--- src/pkg/gtc_params.svh ---
// Register map, field positions and timing constants of the gated timer
// Summary of operation
// - Sixteen-bit up-counter, byte writes load it immediately
// - Internal clock counts once per instruction cycle
// - Counts only when on, gated if enabled
// - Clock source chosen by clock-select register
// - Raw oscillator source counts four per instruction
// - Gate sources may arrive asynchronously
// - External input counts on its rising edges
// - Falling edge required before first counted rise
// - Prescaler divides by one, two, four, eight
// - Prescaler hidden, cleared by any count write
// - Set sync-control bit skips phase synchronisation
// - Async external counting runs in sleep, wakes
// - Mode switch may drop or add one
// - Count reads always coherent while running
// - Gate enable bit and gate polarity bit
// - Gated count advances only when level matches polarity
// - Gate mode off means count every clock
// - Wraps all ones to zero, sets flag
`ifndef GTC_PARAMS_SVH
`define GTC_PARAMS_SVH

// ==========================================================
// Register offsets (byte addresses)
`define GTC_OFF_LOW 8'h00
`define GTC_OFF_HIGH 8'h04
`define GTC_OFF_CTRL 8'h08
`define GTC_OFF_GATE 8'h0C
`define GTC_OFF_CSEL 8'h10
`define GTC_OFF_STAT 8'h14

// ==========================================================
// Field positions
`define GTC_CTL_ON 0
`define GTC_CTL_ASYNC 2
`define GTC_CTL_PS_LO 4
`define GTC_CTL_PS_HI 5
`define GTC_GC_LVL 2
`define GTC_GC_POL 6
`define GTC_GC_EN 7
`define GTC_CS_LO 0
`define GTC_CS_HI 1
`define GTC_GS_LO 4
`define GTC_GS_HI 6
`define GTC_ST_OVF 0

// ==========================================================
// Reset values
`define GTC_RST_BYTE 8'h00
`define GTC_RST_PS 3'h0

// ==========================================================
// Timing
`define GTC_CLK_NS 10
`define GTC_INSTR_NS 40
`define GTC_INSTR_CYC ((`GTC_INSTR_NS + `GTC_CLK_NS - 1) / `GTC_CLK_NS)

`endif

--- src/pkg/gtc_pkg.sv ---
// Types shared by the gated timer
package gtc_pkg;

	// ======================================================
	// Clock source codes
	typedef enum logic [1:0] {
		GTC_CS_INSTR = 2'h0,
		GTC_CS_OSC = 2'h1,
		GTC_CS_EXT = 2'h2,
		GTC_CS_NONE = 2'h3
	} gtc_clksrc_t;

	// ======================================================
	// Control fields
	typedef struct packed {
		logic on;
		logic async;
		logic [1:0] presc;
	} gtc_ctrl_t;

	typedef struct packed {
		logic en;
		logic pol;
		logic [2:0] sel;
	} gtc_gate_t;

endpackage : gtc_pkg

--- src/logic/gtc_timer.sv ---
// Gated 16-bit timer/counter with classic Wishbone register access
//
// The implementer's own choices: the address map and the Wishbone register port.
`timescale 1ns/100ps
`include "gtc_params.svh"

module gtc_timer #(
	parameter int CW = 16,
	parameter int NGATE = 8
) (
	input wire logic clk_i,
	input wire logic rst_i,
	input wire logic wb_cyc_i,
	input wire logic wb_stb_i,
	input wire logic wb_we_i,
	input wire logic [7:0] wb_adr_i,
	input wire logic [3:0] wb_sel_i,
	input wire logic [31:0] wb_dat_i,
	output logic [31:0] wb_dat_o,
	output logic wb_ack_o,
	input wire logic ext_count_i,
	input wire logic [NGATE-1:0] gate_src_i,
	input wire logic sleep_i,
	output logic ovf_flag_o,
	output logic wake_o
);

	// ======================================================
	// Elaboration checks
	if (CW != 16) begin : g_bad_cw
		$error("gtc_timer: count width must be 16");
	end
	if (NGATE != 8) begin : g_bad_ng
		$error("gtc_timer: eight gate sources are required");
	end

	localparam int NS = NGATE + 1;
	localparam logic [1:0] PH_LAST = 2'(`GTC_INSTR_CYC - 1);

	function automatic logic hit(input logic [7:0] adr,
		input logic [7:0] off);
		hit = (adr == off);
	endfunction : hit

	// ======================================================
	// State
	logic ack_q;
	logic [31:0] dat_q;
	logic [CW-1:0] cnt_q;
	logic [CW-1:0] cnt_d;
	logic [2:0] ps_q;
	logic [2:0] ps_d;
	gtc_pkg::gtc_ctrl_t ctl_q;
	gtc_pkg::gtc_gate_t gc_q;
	gtc_pkg::gtc_clksrc_t cs_q;
	logic flag_q;
	logic wake_q;
	logic [1:0] ph_q;
	logic [NS-1:0] s1_q;
	logic [NS-1:0] s2_q;
	logic [NS-1:0] s3_q;
	logic [NS-1:0] filt_q;
	logic [NS-1:0] filt_d;
	logic ext_prev_q;
	logic arm_q;
	logic pend_q;

	// ======================================================
	// Bus decode
	wire req = wb_cyc_i & wb_stb_i & ~ack_q;
	wire wr_acc = req & wb_we_i & wb_sel_i[0];
	wire [7:0] wbyte = wb_dat_i[7:0];
	wire wr_low = wr_acc & hit(wb_adr_i, `GTC_OFF_LOW);
	wire wr_high = wr_acc & hit(wb_adr_i, `GTC_OFF_HIGH);
	wire wr_ctrl = wr_acc & hit(wb_adr_i, `GTC_OFF_CTRL);
	wire wr_gate = wr_acc & hit(wb_adr_i, `GTC_OFF_GATE);
	wire wr_csel = wr_acc & hit(wb_adr_i, `GTC_OFF_CSEL);
	wire wr_stat = wr_acc & hit(wb_adr_i, `GTC_OFF_STAT);
	wire cnt_wr = wr_low | wr_high;
	wire [CW-1:0] cnt_wr_val = wr_low ? {cnt_q[CW-1:8], wbyte}
		: {wbyte, cnt_q[7:0]};
	wire ovf_clr = wr_stat & wbyte[`GTC_ST_OVF];

	// ======================================================
	// Input filters: a change counts once stages two and three agree
	assign filt_d = (s2_q & s3_q) | (filt_q & (s2_q | s3_q));
	wire ext_lvl = filt_q[NGATE];
	wire ext_rise = ext_lvl & ~ext_prev_q;
	wire ext_fall = ~ext_lvl & ext_prev_q;
	wire gate_lvl = filt_q[gc_q.sel];

	// ======================================================
	// Clock events
	wire awake = ~sleep_i;
	wire instr_tick = (ph_q == PH_LAST) & awake;
	wire ext_ok = ext_rise & arm_q;
	// Sync mode holds an edge until the next instruction phase
	wire ext_sync_evt = (pend_q | ext_ok) & instr_tick;
	wire ext_evt = ctl_q.async ? ext_ok : ext_sync_evt;
	wire src_evt = (cs_q == gtc_pkg::GTC_CS_INSTR) ? instr_tick
		: (cs_q == gtc_pkg::GTC_CS_OSC) ? awake
		: (cs_q == gtc_pkg::GTC_CS_EXT) ? ext_evt
		: 1'b0;

	// ======================================================
	// Gating and prescaler
	wire gate_ok = ~gc_q.en | (gate_lvl == gc_q.pol);
	wire run = ctl_q.on & gate_ok;
	wire [2:0] ps_mask = (ctl_q.presc == 2'h0) ? 3'h0
		: (ctl_q.presc == 2'h1) ? 3'h1
		: (ctl_q.presc == 2'h2) ? 3'h3 : 3'h7;
	wire tick = run & src_evt;
	// Lowering the ratio mid-run must not count past the new mask
	wire ps_full = (ps_q >= ps_mask);
	wire adv = tick & ps_full & ~cnt_wr;
	wire ovf = adv & (&cnt_q);

	always_comb begin
		// A write beats a coinciding increment
		if (cnt_wr) begin
			ps_d = `GTC_RST_PS;
			cnt_d = cnt_wr_val;
		end else if (tick) begin
			ps_d = ps_full ? `GTC_RST_PS : 3'(ps_q + 3'h1);
			cnt_d = adv ? CW'(cnt_q + 1'b1) : cnt_q;
		end else begin
			ps_d = ps_q;
			cnt_d = cnt_q;
		end
	end

	// ======================================================
	// Read mux; the count lives in this domain so reads are coherent
	wire [31:0] rd_word =
		hit(wb_adr_i, `GTC_OFF_LOW) ? {24'h0, cnt_q[7:0]}
		: hit(wb_adr_i, `GTC_OFF_HIGH) ? {16'h0, 8'h0, cnt_q[CW-1:8]}
		: hit(wb_adr_i, `GTC_OFF_CTRL) ? {26'h0, ctl_q.presc, 1'b0,
			ctl_q.async, 1'b0, ctl_q.on}
		: hit(wb_adr_i, `GTC_OFF_GATE) ? {24'h0, gc_q.en, gc_q.pol,
			3'h0, gate_lvl, 2'h0}
		: hit(wb_adr_i, `GTC_OFF_CSEL) ? {25'h0, gc_q.sel, 2'h0, cs_q}
		: hit(wb_adr_i, `GTC_OFF_STAT) ? {31'h0, flag_q}
		: 32'h0;

	// ======================================================
	// Bus registers
	always_ff @(posedge clk_i) begin
		if (rst_i) begin
			ack_q <= 1'b0;
			dat_q <= 32'h0;
		end else begin
			ack_q <= req;
			dat_q <= req ? rd_word : dat_q;
		end
	end

	always_ff @(posedge clk_i) begin
		if (rst_i) begin
			ctl_q <= '0;
			gc_q <= '0;
			cs_q <= gtc_pkg::GTC_CS_INSTR;
		end else begin
			if (wr_ctrl) begin
				ctl_q.on <= wbyte[`GTC_CTL_ON];
				ctl_q.async <= wbyte[`GTC_CTL_ASYNC];
				ctl_q.presc <= wbyte[`GTC_CTL_PS_HI:`GTC_CTL_PS_LO];
			end
			if (wr_gate) begin
				gc_q.en <= wbyte[`GTC_GC_EN];
				gc_q.pol <= wbyte[`GTC_GC_POL];
			end
			if (wr_csel) begin
				cs_q <= gtc_pkg::gtc_clksrc_t'(
					wbyte[`GTC_CS_HI:`GTC_CS_LO]);
				gc_q.sel <= wbyte[`GTC_GS_HI:`GTC_GS_LO];
			end
		end
	end

	// ======================================================
	// Counter core
	always_ff @(posedge clk_i) begin
		if (rst_i) begin
			cnt_q <= {`GTC_RST_BYTE, `GTC_RST_BYTE};
			ps_q <= `GTC_RST_PS;
			ph_q <= 2'h0;
		end else begin
			cnt_q <= cnt_d;
			ps_q <= ps_d;
			ph_q <= (ph_q == PH_LAST) ? 2'h0 : 2'(ph_q + 2'h1);
		end
	end

	// Set beats clear on the same edge
	always_ff @(posedge clk_i) begin
		if (rst_i) begin
			flag_q <= 1'b0;
			wake_q <= 1'b0;
		end else begin
			flag_q <= ovf | (flag_q & ~ovf_clr);
			wake_q <= ovf & sleep_i;
		end
	end

	// ======================================================
	// Synchronisers and external edge tracking
	always_ff @(posedge clk_i) begin
		if (rst_i) begin
			s1_q <= '0;
			s2_q <= '0;
			s3_q <= '0;
			filt_q <= '0;
		end else begin
			s1_q <= {ext_count_i, gate_src_i};
			s2_q <= s1_q;
			s3_q <= s2_q;
			filt_q <= filt_d;
		end
	end

	// Disable or count write disarms: a fall must come first
	always_ff @(posedge clk_i) begin
		if (rst_i) begin
			ext_prev_q <= 1'b0;
			arm_q <= 1'b0;
			pend_q <= 1'b0;
		end else begin
			ext_prev_q <= ext_lvl;
			if (~ctl_q.on | cnt_wr)
				arm_q <= 1'b0;
			else if (ext_fall)
				arm_q <= 1'b1;
			if (~ctl_q.on | cnt_wr | ctl_q.async | instr_tick)
				pend_q <= 1'b0;
			else if (ext_ok)
				pend_q <= 1'b1;
		end
	end

	assign wb_ack_o = ack_q;
	assign wb_dat_o = dat_q;
	assign ovf_flag_o = flag_q;
	assign wake_o = wake_q;
endmodule : gtc_timer

--- config.mk ---
export PLATFORM = sky130hd
export DESIGN_NAME = gtc_timer
export DESIGN_NICKNAME = d
export VERILOG_FILES = /design/src/pkg/gtc_pkg.sv /design/src/logic/gtc_timer.sv
export VERILOG_INCLUDE_DIRS = /design/src /design/src/pkg
export SDC_FILE = /design/constraint.sdc
export NUM_CORES = 1
export LEC_CHECK = 0
export ABC_CLOCK_PERIOD_IN_PS = 3200
export BUFFER_PORTS_ARGS = -buffer_cell sky130_fd_sc_hd__buf_4
export CAP_MARGIN = 20
export CORE_AREA = 2 2 104 116
export CTS_CLUSTER_DIAMETER = 150
export DETAILED_ROUTE_END_ITERATION = 10
export DIE_AREA = 0 0 106 118
export SYNTH_ARGS = -nofsm -noshare
export SYNTH_HDL_FRONTEND = slang
export SYNTH_SLANG_ARGS = --single-unit
--- constraint.sdc ---
create_clock -name clk_i -period 3.2 [get_ports clk_i]
set_input_delay 0.16 -clock clk_i [delete_from_list [all_inputs] [get_ports clk_i]]
set_output_delay 0.16 -clock clk_i [all_outputs]
set_load 0.05 [all_outputs]
==> results of run 1 <==
## per-stage QoR
stage	power, mW	area (sq um)	hold slack, ns	utilization
after detailed placement	1.26	4280	0.374	0.377
after CTS	2.40	4610	0.0157	0.407
after global routing	2.47	4610	0.0275	0.407
after floorplan	1.22	3990	0.288	-
after global placement	1.26	4280	0.370	0.377
final	2.38	4610	0.0279	0.407
## cell type report
cell class / instances / share of cell area
Multi-Input combinational cell: 329 / 0.444
Sequential cell: 82 / 0.356
Clock inverter: 7 / 0.0228
Inverter: 12 / 0.00977
Tap cell: 150 / 0.0407
Clock buffer: 9 / 0.0489
Timing Repair Buffer: 48 / 0.0782
## placed cells by master (no fill, tap or decap), types with 11 or more instances in the layout
master / instances
nor2b_1: 28
inv_1: 11
a21oi_1: 25
nand2_1: 37
buf_4: 48
dfxtp_1: 82
nand3_1: 16
nor3_1: 14
conb_1: 24
o21ai_0: 19
nor2_1: 36
## worst max-delay path: cells and delay by family, from the launching register on
| family | cells | cell delay (ns) |
|---|---|---|
| AOI/OAI and AO/OA | 2 | 0.60 |
| buffers and inverters | 1 | 0.27 |
| DFF | 1 | 0.44 |
| muxes | 3 | 1.26 |
| and+or+nand+nor | 1 | 0.08 |
## power by group through the flow
| stage | Sequential, mW | Combinational (mW) | Clock [mW] |
|---|---|---|---|
| 6_report | 1.05 | 0.188 | 1.14 |
| 5_1_grt | 1.06 | 0.201 | 1.21 |
| 3_5_place_dp | 1.08 | 0.187 | 0 |
| 4_1_cts | 1.05 | 0.188 | 1.16 |
| 3_3_place_gp | 1.08 | 0.185 | 0 |
| 2_1_floorplan | 1.09 | 0.138 | 0 |
## cells by family after synthesis
logic type | share of synthesized area
AO/OA/AOI/OAI | 0.182
XOR/XNOR | 0.0225
adder cells (fa/ha/maj) | 0.0192
buffers and inverters | 0.0770
flip-flops | 0.421
multiplexers | 0.0529
other | 0.000962
AND/OR/NAND/NOR | 0.224
## worst paths after layout
kind                            depth (start not counted)  slack (ns)          start       end
worst max-delay path                                    7        0.42        gc_q[0]  cnt_q[5]
worst min-delay path                                    2        0.03  gate_src_i[0]   s1_q[0]
worst max register to register                          7        0.42        gc_q[0]  cnt_q[5]
worst min register to register                          1        0.44        ph_q[0]   ph_q[0]
## registers in the layout, summed over array words and instances (netlist names)
register	count
ctl_q	4
ph_q	2
cnt_q	16
s2_q	9
filt_q	9
ovf_flag_o	1
wb_ack_o	1
cs_q	2
ps_q	3
s1_q	9
wake_o	1
pend_q	1
gc_q	5
wb_dat_o	8
arm_q	1
ext_prev_q	1
s3_q	9
## per-layer routing
layer | track usage | up-vias
met5 | 0 | -
met4 | 0.0740 | 0
met3 | 0.0432 | 15
met2 | 0.262 | 117
met1 | 0.188 | 1542
li1 | - | 1618
==> flow_metrics.py, run 1 <==
metrics = {
    "floorplanning": {
        "start_util": 0.344,
        "core_sq_um": 11300,
        "dieHeight_um": 118,
        "io_pins": 94,
        "dieWidth_um": 106,
        "fp-row-count": 41,
        "dieArea_sq_um": 12500,
    },
    "placement": {
        "port_buffers": 42,
        "pre_cts_ws_ns": 0.433,
        "gp_congestion": 0.896,
        "place_hpwl_um": 7090,
        "dp_cells": 621,
    },
    "route": {
        "drt-total-wl_um": 9600,
        "drt_first_pass_iters": 4,
        "drtIter0Drc": 154,
        "wl_per_cell_um": 15.1,
        "drc": 0,
        "drt-vias-per-instance": 5.17,
        "vias": 3292,
        "top_layer": "met4",
        "wl_met1_um": 4000,
        "wl_met3_um": 772,
        "met2_length_um": 4590,
        "antenna_left": 0,
    },
    "timing": {
        "max-slew-margin-rel": 0.617,
        "hold_viol": 0,
        "max_clock_freq_ghz": 0.360,
        "worst_slew_pin_slew_ns": 0.569,
        "report.final.slew_viol_count": 0,
        "rsz0062_at_grt": "false",
        "worst_slack_ns": 0.420,
        "fin_tns_setup_ns": 0,
        "fin_crit_ns": 2.78,
        "fin_worst_skew_ns": 0.00570,
        "fin_crit_sh": 0.869,
        "setup_violations": 0,
    },
    "synthesis": {
        "syn_inst": 442,
        "synth_area_sq_um": 3900,
        "ys_seq_area_frac": 0.421,
        "synth.area.top_cells": "dfxtp_1, buf_4, nor2b_1",
        "ys_seq_elements": 82,
        "synth_cell_type_count": 55,
        "avgSynthCellArea_sq_um": 8.82,
        "post-synth-top-count-cell": "dfxtp_1",
        "ys_warn_count": 0,
        "ys.flop_type": "dfxtp_1",
        "yosys.area.top_type_share": 0.421,
        "synth_top_cell_by_area": "dfxtp_1",
        "synth_edf_count": 0,
        "synthArstFlopShare": 0,
        "synth_common_cells": "dfxtp_1, nand2_1, nor2_1",
    },
    "clocking": {
        "clkTransAtPathRegs_ns": 0.06,
        "cts_hold_buf": 0,
        "clkLatencyLatePin_ns": 0.34,
        "cts_tree": "yes",
        "cts_buffers": 9,
        "clock-sinks": 82,
        "cts_root_buffer": "clkbuf_16",
        "cts-resized-gates": 0,
        "postCtsSetupBuffers": 0,
        "htreeDepth": 3,
        "clockBufferDepth": 2,
    },
    "worst_setup_path": {
        "arrival_ns": 3.01,
        "worstPathMaxFanout": 14,
        "critPathCaptureType": "flip-flop",
        "critPathSlowestCell": "mux4_2",
        "cpPeakStageDelay_ns": 0.52,
        "critPathKind": "reg -> reg",
        "path_cells": "mux2_2 -> mux4_2 -> mux2_4 -> o41ai_4 -> buf_4 -> nand2_1 -> a32o_1",
        "cp-start-kind": "flip-flop",
        "worstPathRequired_ns": 3.43,
    },
    "finish": {
        "instances_no_fill": 637,
        "filler_cell_count": 1134,
        "multi_input_area_sq_um": 2040,
        "areaGrowthSynthToFinish_pct": 18.2,
        "diodes": 0,
        "ff_latch_area_sq_um": 1640,
        "fin_nets": 547,
        "drive_gt1_frac": 0.162,
    },
    "power": {
        "sw_frac_of_total": 0.247,
        "intPower_mw": 1.79,
        "combPwrFrac": 0.079,
        "vdd_drop_max_mv": 0.316,
        "powerDensity_nw_per_um2": 516,
        "p_sw_uw": 588,
        "pwr-share-seq": 0.443,
        "leakagePower_nw": 1.73,
        "power.clock.fraction": 0.478,
    },
    "global_route": {
        "grt_pass1_wl_um": 15500,
        "grt_overflow": 0,
        "grt_usage": 0.158,
        "grt_start_max_net_pins": 50,
        "antenna_found_initial": 0,
        "grt_pass1_vias": 3120,
    },
    "flow_run": {
        "cap_violations": 0,
    },
    "hold_path": {
        "hold_class": "in -> reg",
    },
    "outcome": {
        "outcome": "finished clean",
    },
}
Power figures use the tool's default switching activity.
==> inputs of run 2 (changes only) <==
- ABC_AREA: default -> 1
- BUFFER_PORTS_ARGS: -buffer_cell sky130_fd_sc_hd__buf_4 -> default
- CORE_AREA: 2 2 104 116 -> 2 2 107 119
- DIE_AREA: 0 0 106 118 -> 0 0 109 121
- DONT_BUFFER_PORTS: default -> 1
- SLEW_MARGIN: default -> 40
==> run 2 against run 1 <==
  * Final cell count up 16%
  * Wire length down 0.61%
  * Global-route usage down 0.42 points
  * First-iteration DRC count up 49%
  * Register-to-register slack better by 0.60 ns
  * Critical path depth up 3
  * Sequential power about the same
  * Via count up 6.3%
  * Synthesized cell count up 29%
  * Clock power down 9.6%
  * Final area down 0.30%
  * Critical path type unchanged
  * Highest routed layer unchanged
==> flow_metrics.py, run 2 <==
metrics = {
    "outcome": {
        "outcome": "finished clean",
    },
    "finish": {
        "finalInstanceArea_sq_um": 4600,
        "areaGrowthSynthToFinish_pct": 12.1,
        "mostFrequentLayoutCells": "nand2_1, nor2_1, dfxtp_1",
        "largest_reg_flops": 16,
        "multi_input_area_sq_um": 1960,
        "fin_nets": 647,
        "filler_cell_count": 1239,
        "drive_gt1_frac": 0.0835,
        "regMostFlops": "cnt_q",
        "ff_latch_area_sq_um": 1640,
        "diodes": 0,
        "final_common_cell": "nand2_1",
    },
    "flow_run": {
        "cap_violations": 0,
    },
    "power": {
        "powerDensity_nw_per_um2": 490,
        "leakagePower_nw": 1.98,
        "total_power_mw": 2.25,
        "vdd_drop_max_mv": 0.341,
    },
    "worst_setup_path": {
        "crit_top_cell": "nor2_1",
        "worstPathRequired_ns": 3.45,
        "critPathSlowestCell": "dfxtp_1",
        "arrival_ns": 2.43,
        "r2r_slack_ns": 1.02,
        "cp-start-kind": "flip-flop",
        "worstPathMaxFanout": 28,
        "critPathCaptureType": "flip-flop",
        "critPathKind": "reg -> reg",
        "path_cells": "nor2_1 -> nand2_1 -> nor2_2 -> nand2_4 -> nand2_8 -> inv_4 -> nand2_4 -> nand2_1 -> nor2_1 -> nor2_1",
        "cpPeakStageDelay_ns": 0.47,
    },
    "clocking": {
        "cts_tree": "yes",
        "clockBufferDepth": 2,
        "clkLatencyLatePin_ns": 0.35,
        "clock-sinks": 82,
        "cts_root_buffer": "clkbuf_16",
        "clkTransAtPathRegs_ns": 0.07,
        "htreeDepth": 3,
        "cts_buffers": 9,
    },
    "global_route": {
        "grt_start_max_net_pins": 39,
        "grt_usage": 0.154,
        "grt_pass1_wl_um": 15600,
        "antenna_found_initial": 0,
        "grt_pass1_vias": 3215,
        "grt_overflow": 0,
    },
    "synthesis": {
        "synth_top_cell_by_area": "dfxtp_1",
        "ys_seq_elements": 82,
        "post-synth-top-count-cell": "nand2_1",
        "synthArstFlopShare": 0,
        "synth_common_cells": "nand2_1, nor2_1, dfxtp_1",
        "synth.area.top_cells": "dfxtp_1, nand2_1, nor2_1",
        "ys_seq_area_frac": 0.400,
        "ys.flop_type": "dfxtp_1",
        "syn_inst": 569,
        "ys_warn_count": 0,
        "avgSynthCellArea_sq_um": 7.20,
        "synth_edf_count": 0,
        "synth_area_sq_um": 4100,
        "synth_cell_type_count": 46,
        "yosys.area.top_type_share": 0.400,
    },
    "floorplanning": {
        "dieWidth_um": 109,
        "dieHeight_um": 121,
        "dieArea_sq_um": 13200,
        "start_util": 0.344,
        "core_sq_um": 11900,
        "io_pins": 94,
        "fp-row-count": 42,
    },
    "timing": {
        "max_clock_freq_ghz": 0.459,
        "rsz0062_at_grt": "false",
        "setup_violations": 0,
        "max-slew-margin-rel": 0.494,
        "worst_slew_pin_slew_ns": 0.758,
        "report.final.slew_viol_count": 0,
        "fin_tns_setup_ns": 0,
        "fin_worst_skew_ns": 0.00850,
        "fin_crit_sh": 0.681,
        "hold_viol": 0,
        "fin_crit_ns": 2.18,
    },
    "route": {
        "drt_first_pass_iters": 4,
        "drt-vias-per-instance": 4.72,
        "drt-total-wl_um": 9540,
        "drtIter0Drc": 229,
        "drc": 0,
        "vias": 3498,
        "wl_per_cell_um": 12.9,
        "antenna_left": 0,
    },
    "hold_path": {
        "hold_class": "in -> reg",
    },
    "placement": {
        "place_hpwl_um": 6980,
        "port_buffers": 0,
        "postPlaceCellArea_sq_um": 4140,
        "gp_congestion": 0.929,
    },
}
run 2: kinds of logic after synthesis:
logic type	after synthesis	share of synthesized area
flops	82	0.400
other cells	1	0.000915
xor+xnor	8	0.0171
buf+inv	124	0.142
fa+ha+maj	6	0.0183
compound gates	105	0.142
simple gates	243	0.279
run 2: cell type report:
type | instances | share of cell area
Timing Repair Buffer | 17 | 0.0376
Multi-Input combinational cell | 386 | 0.427
Clock buffer | 9 | 0.0490
Tap cell | 154 | 0.0419
Sequential cell | 82 | 0.357
Inverter | 86 | 0.0708
Clock inverter | 7 | 0.0166
run 2: worst paths after layout:
check | from | endpoint | cells past startpoint
worst min register to register | s1_q[4] | s2_q[4] | 2
worst max-delay path | wb_ack_o | cnt_q[14] | 10
worst max register to register | wb_ack_o | cnt_q[14] | 10
worst min-delay path | wb_dat_i[2] | ctl_q[2] | 2
run 2: metal layers:
metal | GRT usage | wire length [um] | up-vias | share of wire
met4 | 0.0721 | 240 | 0 | 0.025
li1 | - | - | 1802 | -
met5 | 0 | 0 | - | 0
met1 | 0.193 | 4270 | 1602 | 0.45
met2 | 0.244 | 4460 | 78 | 0.47
met3 | 0.0397 | 568 | 16 | 0.060
run 2: where the power goes:
part	internal (mW)	switching, mW
registers	1.04	0.0252
clock network	0.556	0.478
logic	0.0368	0.116
run 2: timing repair:
action                    CTS  global route
hold endpoints to repair   43             0
hold buffers               14             0
gates resized for setup     0             0
buffers inserted            0             0
run 2: worst max-delay path, delay by kind of cell (launching register included):
kind,cells,cell delay (ns)
simple gates,9,1.50
flops,1,0.47
buf+inv,1,0.10
run 2: metrics by stage:
stage,hold WS (ns),setup WS [ns],util,std cells
after floorplan,0.267,1.34,-,592
after global placement,0.241,1.03,0.347,711
after detailed placement,0.236,1.02,0.347,711
after CTS,0.0186,1.01,0.385,741
after global routing,0.0281,0.832,0.385,741
final,0.0258,1.02,0.385,741
